## config.mk

```make
export PLATFORM = sky130hd
export DESIGN_NAME = aowlc_top
export DESIGN_NICKNAME = d
export VERILOG_FILES = /design/src/core/aowlc_pkg.sv /design/src/core/aowlc_word_fmt.sv /design/src/core/aowlc_top.sv
export VERILOG_INCLUDE_DIRS = /design/src /design/src/core
export SDC_FILE = /design/constraint.sdc
export NUM_CORES = 1
export LEC_CHECK = 0
export BUFFER_PORTS_ARGS = -buffer_cell sky130_fd_sc_hd__buf_2
export CORE_MARGIN = 1
export CORE_UTILIZATION = 45
export DETAILED_ROUTE_END_ITERATION = 12
export GPL_TIMING_DRIVEN = 1
export PLACE_DENSITY = 0.8
export SKIP_CTS_REPAIR_TIMING = 1
export SLEW_MARGIN = 40
export SYNTH_ARGS = -nofsm -noshare
export SYNTH_HDL_FRONTEND = slang
export SYNTH_SLANG_ARGS = --single-unit
```

## constraint.sdc

```tcl
create_clock -name ref_clk -period 1.9 [get_ports ref_clk]
set_input_delay 0.095 -clock ref_clk [delete_from_list [all_inputs] [get_ports ref_clk]]
set_output_delay 0.095 -clock ref_clk [all_outputs]
set_load 0.02 [all_outputs]
```

## src/core/aowlc_defs.svh

```systemverilog
// constants for the output word and lane configuration block
// assumes a host writes registers through a simple strobed address/data port
`ifndef AOWLC_DEFS_SVH
`define AOWLC_DEFS_SVH
`define AOWLC_ADDR_W        9
`define AOWLC_ADDR_IN_PROTO 9'h014
`define AOWLC_ADDR_OUT_PROTO 9'h018
`define AOWLC_ADDR_WORD_CFG 9'h01C
`define AOWLC_RST_BYTE      8'h00
`define AOWLC_OUT_PROTO_WMASK 8'hDF
`define AOWLC_WORD_CFG_WMASK  8'h3F
`define AOWLC_IN_PROTO_WMASK  8'h03
`define AOWLC_MODE_SPI      2'h0
`define AOWLC_MODE_SSYNC    2'h3
`define AOWLC_WORD_W        20
`define AOWLC_DATA_W        16
`define AOWLC_LANES         4
`define AOWLC_DIV_W         3
`define AOWLC_DIV2_TAP      1
`define AOWLC_DIV4_TAP      2
`define AOWLC_PAT_ZEROS     16'h0000
`define AOWLC_PAT_ONES      16'hFFFF
`define AOWLC_PAT_ALT1      16'h5555
`define AOWLC_PAT_ALT2      16'h3333
`endif

```

## src/core/aowlc_pkg.sv

```systemverilog
// types shared by the output word and lane configuration block
// assumes aowlc_defs.svh is on the include path
package aowlc_pkg;
   typedef enum logic [1:0] {
      AOWLC_CLK_ECHO,
      AOWLC_CLK_INT,
      AOWLC_CLK_INT_DIV2,
      AOWLC_CLK_INT_DIV4
   } aowlc_clk_sel_e;
   typedef enum logic [1:0] {
      AOWLC_SPAN_4,
      AOWLC_SPAN_8,
      AOWLC_SPAN_12,
      AOWLC_SPAN_16
   } aowlc_span_e;
endpackage : aowlc_pkg

```

## src/core/aowlc_word_fmt.sv

```systemverilog
// output word formatter: pattern select and even parity append
// assumes conversion result is stable for the cycle it is sampled
`timescale 1ns/1ps
`include "aowlc_defs.svh"
module aowlc_word_fmt (
   input  wire logic                      ref_clk,
   input  wire logic                      rst_n,
   input  wire logic [`AOWLC_DATA_W-1:0]  conv_result,
   input  wire logic [2:0]                test_pattern_select,
   input  wire logic                      parity_append_enable,
   input  wire aowlc_pkg::aowlc_span_e    partial_parity_span,
   output logic      [`AOWLC_WORD_W-1:0]  out_word
);
   import aowlc_pkg::*;
   logic [`AOWLC_DATA_W-1:0] body;
   logic                     full_parity_bit;
   logic                     partial_parity_bit;

   // data field of the word: result or fixed pattern
   always_comb begin
      case (test_pattern_select)
         3'h4:    body = `AOWLC_PAT_ZEROS;
         3'h5:    body = `AOWLC_PAT_ONES;
         3'h6:    body = `AOWLC_PAT_ALT1;
         3'h7:    body = `AOWLC_PAT_ALT2;
         default: body = conv_result;
      endcase
   end

   // even parity over the whole data field and over the chosen msb span of it
   always_comb begin
      full_parity_bit = ^body;
      case (partial_parity_span)
         AOWLC_SPAN_4:  partial_parity_bit = ^body[15:12];
         AOWLC_SPAN_8:  partial_parity_bit = ^body[15:8];
         AOWLC_SPAN_12: partial_parity_bit = ^body[15:4];
         default:       partial_parity_bit = ^body;
      endcase
   end

   // registered word; low two bits have no defined use so stay zero
   always_ff @(posedge ref_clk or negedge rst_n) begin
      if (!rst_n) begin
         out_word <= '0;
      end else begin
         out_word <= {body,
                      parity_append_enable & full_parity_bit,
                      parity_append_enable & partial_parity_bit,
                      2'h0};
      end
   end
endmodule : aowlc_word_fmt

```

## src/core/aowlc_top.sv

```systemverilog
// output word and lane configuration: register bank, word formatter, lane and clock select
// assumes a host writes registers through a byte-wide strobed config port, reads combinational
`timescale 1ns/1ps
`include "aowlc_defs.svh"
module aowlc_top (
   input  wire logic                      ref_clk,
   input  wire logic                      nrst,
   input  wire logic                      cfg_wr,
   input  wire logic                      cfg_rd,
   input  wire logic [`AOWLC_ADDR_W-1:0]  cfg_addr,
   input  wire logic [7:0]                cfg_wdata,
   output logic      [7:0]                cfg_rdata,
   input  wire logic [`AOWLC_DATA_W-1:0]  conv_result,
   input  wire logic                      sclk_echo_in,
   output logic      [`AOWLC_WORD_W-1:0]  out_word,
   output logic      [`AOWLC_LANES-1:0]   lane_enable,
   output logic                           source_sync_mode,
   output logic                           double_rate,
   output logic                           out_clk_sel_echo,
   output logic                           out_clk,
   output logic                           spi_cpol,
   output logic                           spi_cpha
);
   import aowlc_pkg::*;
   logic       rst_s1_r;
   logic       rst_n;
   logic [7:0] in_proto_r;
   logic [7:0] out_proto_r;
   logic [7:0] word_cfg_r;
   logic [`AOWLC_DIV_W-1:0] div_cnt_r;
   logic [1:0] output_protocol_select;
   logic [1:0] output_lane_count;
   aowlc_clk_sel_e source_sync_clock_select;
   logic       addr_unmapped;

   // reset release through two flops so deassertion is clean
   always_ff @(posedge ref_clk or negedge nrst) begin
      if (!nrst) begin
         rst_s1_r <= 1'b0;
         rst_n    <= 1'b0;
      end else begin
         rst_s1_r <= 1'b1;
         rst_n    <= rst_s1_r;
      end
   end

   // register writes; read-only positions are masked so they stay zero
   always_ff @(posedge ref_clk or negedge rst_n) begin
      if (!rst_n) begin
         in_proto_r  <= `AOWLC_RST_BYTE;
         out_proto_r <= `AOWLC_RST_BYTE;
         word_cfg_r  <= `AOWLC_RST_BYTE;
      end else if (cfg_wr) begin
         case (cfg_addr)
            `AOWLC_ADDR_IN_PROTO:  in_proto_r  <= cfg_wdata & `AOWLC_IN_PROTO_WMASK;
            `AOWLC_ADDR_OUT_PROTO: out_proto_r <= cfg_wdata & `AOWLC_OUT_PROTO_WMASK;
            `AOWLC_ADDR_WORD_CFG:  word_cfg_r  <= cfg_wdata & `AOWLC_WORD_CFG_WMASK;
            default: ;
         endcase
      end
   end

   // combinational read-back; unmapped addresses read zero
   always_comb begin
      cfg_rdata = 8'h00;
      if (cfg_rd) begin
         case (cfg_addr)
            `AOWLC_ADDR_IN_PROTO:  cfg_rdata = in_proto_r;
            `AOWLC_ADDR_OUT_PROTO: cfg_rdata = out_proto_r;
            `AOWLC_ADDR_WORD_CFG:  cfg_rdata = word_cfg_r;
            default:               cfg_rdata = 8'h00;
         endcase
      end
   end

   // field decode
   assign output_protocol_select   = out_proto_r[1:0];
   assign output_lane_count        = out_proto_r[3:2];
   assign source_sync_clock_select = aowlc_clk_sel_e'(out_proto_r[7:6]);
   // helper for the address checks: none of the three register slots
   assign addr_unmapped            = cfg_addr != `AOWLC_ADDR_IN_PROTO &&
                                     cfg_addr != `AOWLC_ADDR_OUT_PROTO &&
                                     cfg_addr != `AOWLC_ADDR_WORD_CFG;

   // protocol and spi mode outputs; unsupported codes 01/10 left to the host to avoid
   always_ff @(posedge ref_clk or negedge rst_n) begin
      if (!rst_n) begin
         source_sync_mode <= 1'b0;
         double_rate      <= 1'b0;
         spi_cpol         <= 1'b0;
         spi_cpha         <= 1'b0;
      end else begin
         source_sync_mode <= (output_protocol_select == `AOWLC_MODE_SSYNC);
         double_rate      <= (output_protocol_select == `AOWLC_MODE_SSYNC)
                             & out_proto_r[4];
         spi_cpol         <= in_proto_r[1];
         spi_cpha         <= in_proto_r[0];
      end
   end

   // lane enables, one per lane
   genvar g;
   generate
      for (g = 0; g < `AOWLC_LANES; g = g + 1) begin : g_lane
         always_ff @(posedge ref_clk or negedge rst_n) begin
            if (!rst_n) begin
               lane_enable[g] <= (g == 0);
            end else begin
               lane_enable[g] <= (g == 0) ||
                                 (output_lane_count == 2'h2 && g < 2) ||
                                 (output_lane_count == 2'h3);
            end
         end
      end
   endgenerate

   // internal clock divider; free-running so divided clocks stay phase steady
   // tap 1 toggles every 2 edges and tap 2 every 4, giving the /2 and /4 choices
   // relative to the plain internal choice, which toggles out_clk every edge
   always_ff @(posedge ref_clk or negedge rst_n) begin
      if (!rst_n) begin
         div_cnt_r <= '0;
      end else begin
         div_cnt_r <= div_cnt_r + `AOWLC_DIV_W'(1);
      end
   end

   // output clock source; echo is passed through, /2 and /4 choices from the divider, plain internal choice self-toggles
   // selection is not gated by the protocol field: outside source-sync mode the
   // clock is simply unused, which keeps a mux off the clock path
   always_ff @(posedge ref_clk or negedge rst_n) begin
      if (!rst_n) begin
         out_clk          <= 1'b0;
         out_clk_sel_echo <= 1'b0;
      end else begin
         out_clk_sel_echo <= source_sync_mode && source_sync_clock_select == AOWLC_CLK_ECHO;
         case (source_sync_clock_select)
            AOWLC_CLK_ECHO:     out_clk <= sclk_echo_in;
            AOWLC_CLK_INT:      out_clk <= ~out_clk;
            AOWLC_CLK_INT_DIV2: out_clk <= div_cnt_r[`AOWLC_DIV2_TAP];
            AOWLC_CLK_INT_DIV4: out_clk <= div_cnt_r[`AOWLC_DIV4_TAP];
            default:            out_clk <= 1'b0;
         endcase
      end
   end

   // output word assembly
   aowlc_word_fmt u_fmt (
      .ref_clk              (ref_clk),
      .rst_n                (rst_n),
      .conv_result          (conv_result),
      .test_pattern_select  (word_cfg_r[2:0]),
      .parity_append_enable (word_cfg_r[3]),
      .partial_parity_span  (aowlc_span_e'(word_cfg_r[5:4])),
      .out_word             (out_word)
   );
endmodule : aowlc_top

```

; ---- Word level (Yosys, flattened, before mapping)
; Cells that the tools add are included.
[classes]
add_sub_neg = 1
n_eq_ne = 15
n_mux = 5
n_bitwise = 4
reduce_logical = 11
[op_table]
columns = op, count
row1 = 16-bit case mux with 4 select lines, 1
row2 = "9-bit by 5-bit == test with 1-bit output, second input constant", 3
row3 = 8-bit case mux with 3 select lines, 1
row4 = 16-bit XOR reduction, 1
row5 = "2-bit == test, second input constant", 6
row6 = "3-bit == test, second input constant", 4
row7 = 12-bit XOR reduction, 1
row8 = 8-bit two-way mux, 1
row9 = 8-bit XOR reduction, 1
row10 = 2-bit AND reduction, 3
row11 = "2-bit by 1-bit == test with 1-bit output, second input constant", 2
row12 = 2-bit zero test, 2
row13 = 1-bit case mux with 4 select lines, 1
row14 = 4-bit XOR reduction, 1
row15 = "3-bit by 1-bit adder with 3-bit output, second input constant", 1
row16 = 1-bit AND, 3
row17 = 1-bit case mux with 3 select lines, 1
row18 = 1-bit logical AND, 1
row19 = 1-bit logical OR, 1
row20 = 1-bit NOT, 1
[totals]
ff_bits = 46
output_inout_bits = 38

; ---- Longest topological paths before layout
[depth]
ltp_word = 5
mapped_depth = 7

; ---- Hierarchy
; A second synthesis with hierarchy kept.
[unflattened]
hier_cells = 174
area_unflattened_um2 = 2089.5
[modules_own_cells]
columns = module, n_inst, cells_each, area_each_um2
row1 = aowlc_top, 1, 83, 1184.9
row2 = aowlc_word_fmt, 1, 91, 904.6

; ---- Worst setup path before layout
; Ideal clock, no wire load.
[synth_path]
kind = input to register
startpoint = input cfg_addr[7]
endpoint = register word_cfg_r[0]
setup_time_ns = 0.125
t_arrival_ns = 1.615
path_slack_ns = 0.160
path_stages = 6
path_cell_list = or4b_1 -> nor4_2 -> and2_2 -> and3_1 -> buf_6 -> mux2_4
[synth_between]
elab_chain_cells = 2
[synth_rtl]
columns = item, line
row1 = start: declaration, aowlc_top.sv:10  ; input wire logic [`AOWLC_ADDR_W-1:0] cfg_addr,
row2 = 9-bit by 5-bit == test with 1-bit output, aowlc_top.sv:54  ; case (cfg_addr)
row3 = 2-bit AND reduction (no line), --
row4 = end signal: assignment, aowlc_top.sv:52  ; word_cfg_r <= `AOWLC_RST_BYTE;
row5 = end signal: assignment, aowlc_top.sv:57  ; `AOWLC_ADDR_WORD_CFG: word_cfg_r <= cfg_wdata & `AOWLC_WORD_CFG_WMASK;
row6 = end: declaration, aowlc_top.sv:29  ; logic [7:0] word_cfg_r;
; Every way passes these cells.
; A chain may end at the register's enable or synchronous reset.

; ---- Worst setup path in the final report
[layout_path]
startpoint = input cfg_addr[7]
endpoint = output cfg_rdata[0]
[layout_between]
elab_chain_cells = 3
word_cells_on_any_way = 5
classes_between = 3 x eq/ne / 2 x mux
[layout_rtl]
columns = item, line
row1 = 9-bit by 5-bit == test with 1-bit output, aowlc_top.sv:67  ; case (cfg_addr)
row2 = 8-bit case mux with 3 select lines *, aowlc_top.sv:67
row3 = 8-bit two-way mux *, aowlc_top.sv:66  ; if (cfg_rd) begin
row4 = end: declaration, aowlc_top.sv:12  ; output logic [7:0] cfg_rdata,
; Every way passes the cells marked *; elsewhere a longest branch is shown, timed or not.

==> results by group <==
Route
  • TritonRoute pass-1 iters: 4
  • Detail Route Antenna Nets: 0
  • WL per Instance: 12.5 um
  • Vias: between 1,000 and 1,500
  • Residual DRC: 0
  • DR vias/cell: 4.76
  • Final WL: roughly 3700 um
  • 1st-iter DRT viols: 46

Timing
  • Rel. slew slack: 64.1%
  • Worst slew pin tran: 539 ps
  • # setup viols final: 0
  • Post-route minimum period: about 1700 ps
  • Final worst slack: 159 ps
  • Max Clk Rate: 0.574 GHz
  • Final TNS setup: 0 ps
  • Layout Skew: 3.55 ps
  • Period utilization: between 90% and 100%
  • Pins over their slew limit: 0
  • Count of final hold-check violations: 0
  • RSZ-0062 raised after global routing: no
  • Hold WS: 20.0 ps

Min path
  • Hold crit path type: input port to register

Cells and area
  • Layout cells sized above 1: 40.7%
  • Filler cells: 362
  • Util after Layout: 59.5%
  • Antenna fix cells: 0
  • Layout Nets: 286
  • Synthesis-to-finish area growth: 27.1%

GRT
  • Largest net degree at the start of global routing: 45
  • Total global routing overflow: 0
  • Vias in the first global route: around 1,400
  • Global-route wire length before repair: 6180 um
  • Initial antenna violation count: 0
  • Tot GR Track Use: 16.5%

Worst setup path
  • Slowest cell on crit path: or4b_1
  • CP Class: input port to output port
  • Worst path cell trace: buf_2 -> or4b_1 -> nor4_4 -> and2_4 -> nor2b_4 -> a21oi_1 -> nor2b_1 -> buf_2
  • CP max stage delay: 570 ps
  • Required @ worst endpoint: 1800 ps
  • Worst path arrival time: between 1500 and 2000 ps
  • Crit. End Element: output port
  • CP Launch Type: input port
  • CP dominant cell by count: buf_2
  • CP max FO: 4

Power and ir drop
  • Leakage: 1.37 nW
  • Overall Power: 2.00 mW
  • Pwr Density: 772 nW/um^2
  • Maximum VDD drop: 0.399 mV

Floorplan
  • # rows: 24
  • Core area: roughly 4400 sq um
  • Initial Util: 46.8%
  • Die ar.: 4810 sq um
  • Die Span Y: 69.3 um
  • Io pins: 76
  • DIE WIDTH: a little under 70 um

Placed design
  • GPL Wtd Cong: 0.836
  • IO Port Bufs: 72
  • Dpl ws: roughly 20 ps
  • Dpl hpwl: 2900 um

Run status
  • Status: finished clean

Yosys
  • Mapped Cells: 170
  • Library cells used by synthesis: 34
  • Synthesized area: between 2000 and 2500 sq um
  • Synth warnings: 0
  • Synth Register Bits: 46
  • Post-Syn Area per Cell: around 12 sq um
  • Register area share after synthesis: 56.4%

CTS
  • Clk_lat worst skew: around 290 ps
  • Clock buffers created by TritonCTS: 5
  • Clock sinks: 46
  • CTS max path bufs: 2
  • CTS tree: yes
  • Root buf cell: clkbuf_8
  • Clock slew at reported path FFs: roughly 80 ps
  • H-Tree Depth: 2

Job
  • Max cap viols: 0
-- synthesized netlist by cell type --
cell	number	share of area, %
mux2_2	5	2.8
nor2b_1	3	0.92
or2_2	2	0.61
mux2_1	4	2.2
mux4_2	1	1.1
or4b_1	1	0.49
buf_4	4	1.5
conb_1	2	0.37
nand2_1	6	1.1
nand2b_1	3	0.92
nor4_2	1	0.61
nand4b_1	1	0.43
inv_1	11	2.0
and2_2	1	0.37
nand3_1	1	0.25
and3_1	4	1.2
xnor2_1	14	6.0
mux2i_1	6	2.9
mux2_4	5	3.7
dfrtp_1	46	56
a21oi_1	3	0.74
nand2_2	1	0.31
nor3b_1	2	0.74
buf_6	1	0.55
xor2_1	3	1.3
nor4bb_1	1	0.49
o21ai_0	11	2.7
ha_1	1	0.61
buf_2	1	0.25
and2_1	2	0.61
nor2_1	15	2.8
clkbuf_1	3	0.55
o21a_1	4	1.5
nor2_8	1	0.98
-- logic make-up (layout without fill, tap and decap cells) --
logic type	after synthesis	count (layout)	synth area share [%]
AOI/OAI and AO/OA	18	18	4.91
xor gates and xnor gates	17	17	7.30
adders and majority gates	1	1	0.613
buffers and inverters	20	96	4.85
DFF	46	46	56.4
muxes	21	21	12.7
other	2	4	0.368
and+or+nand+nor	45	45	12.8
-- cell usage in the layout (no fill, tap or decap), drive strengths merged, types with 4 or more instances in the layout --
cell / count
o21a: 4
dfrtp: 46
conb: 4
mux2i: 6
buf: 76
inv: 11
and3: 4
clkbuf: 7
xnor2: 14
o21ai: 11
nor2: 16
nand2: 7
mux2: 14
-- worst max-delay path: cells and delay by family --
kind,cells,cell delay [ps]
and+or+nand+nor,5,1210
buffers and inverters,2,260
AOI/OAI and AO/OA,1,80
-- state kept, by name, summed over array words and instances (netlist names) --
name and cells:
source_sync_mode 1, lane_enable 2, spi_cpol 1, spi_cpha 1, word_cfg_r 6, rst_s1_r 1, div_cnt_r 3, in_proto_r 2
double_rate 1, u_fmt.out_word 18, rst_n 1, out_clk_sel_echo 1, out_clk 1, out_proto_r 7
-- power breakdown --
part | leakage, nW | switching, mW | internal [mW]
logic | 0.724 | 0.154 | 0.126
clock network | 0.0524 | 0.301 | 0.393
registers | 0.592 | 0.0157 | 1.01
total | 1.37 | 0.470 | 1.53
-- area by class of cell --
| type | instances | area [sq um] | share of cell area, % |
|---|---|---|---|
| sequential | 46 | 1150 | 44.4 |
| timing repair buffer | 77 | 413 | 15.9 |
| inverter | 11 | 41.3 | 1.59 |
| multi-input combinational | 106 | 815 | 31.4 |
| clock buffer | 7 | 76.3 | 2.94 |
| clock inverter | 1 | 30.0 | 1.16 |
| tap | 52 | 65.1 | 2.51 |
-- stage by stage --
stage	instance area, sq um	cells
5_1_grt	2590	300
2_1_floorplan	2050	172
3_5_place_dp	2460	291
6_report	2590	300
4_1_cts	2560	299
3_3_place_gp	2460	291
-- worst paths after layout --
kind / end / start / slack, ps / depth (start not counted)
worst min-delay path: out_proto_r[6] / cfg_wdata[6] / 20 / 2
worst min register to register: u_fmt.out_word[8] / rst_n / 330 / 1
worst max register to register: u_fmt.out_word[8] / word_cfg_r[2] / 640 / 2
worst max-delay path: cfg_rdata[0] / cfg_addr[7] / 160 / 8
min in group asynchronous: rst_n / nrst / 110 / 2
max in group asynchronous: u_fmt.out_word[9] / rst_n / 1200 / 1
-- per-layer routing --
layer	vias up	global-route usage, %	routed length [um]
met4	0	5.44	23
met1	664	19.9	1610
met2	58	28.4	1910
li1	705	-	-
met5	-	0	0
met3	2	4.65	199
(Power assumes the default switching activity.)
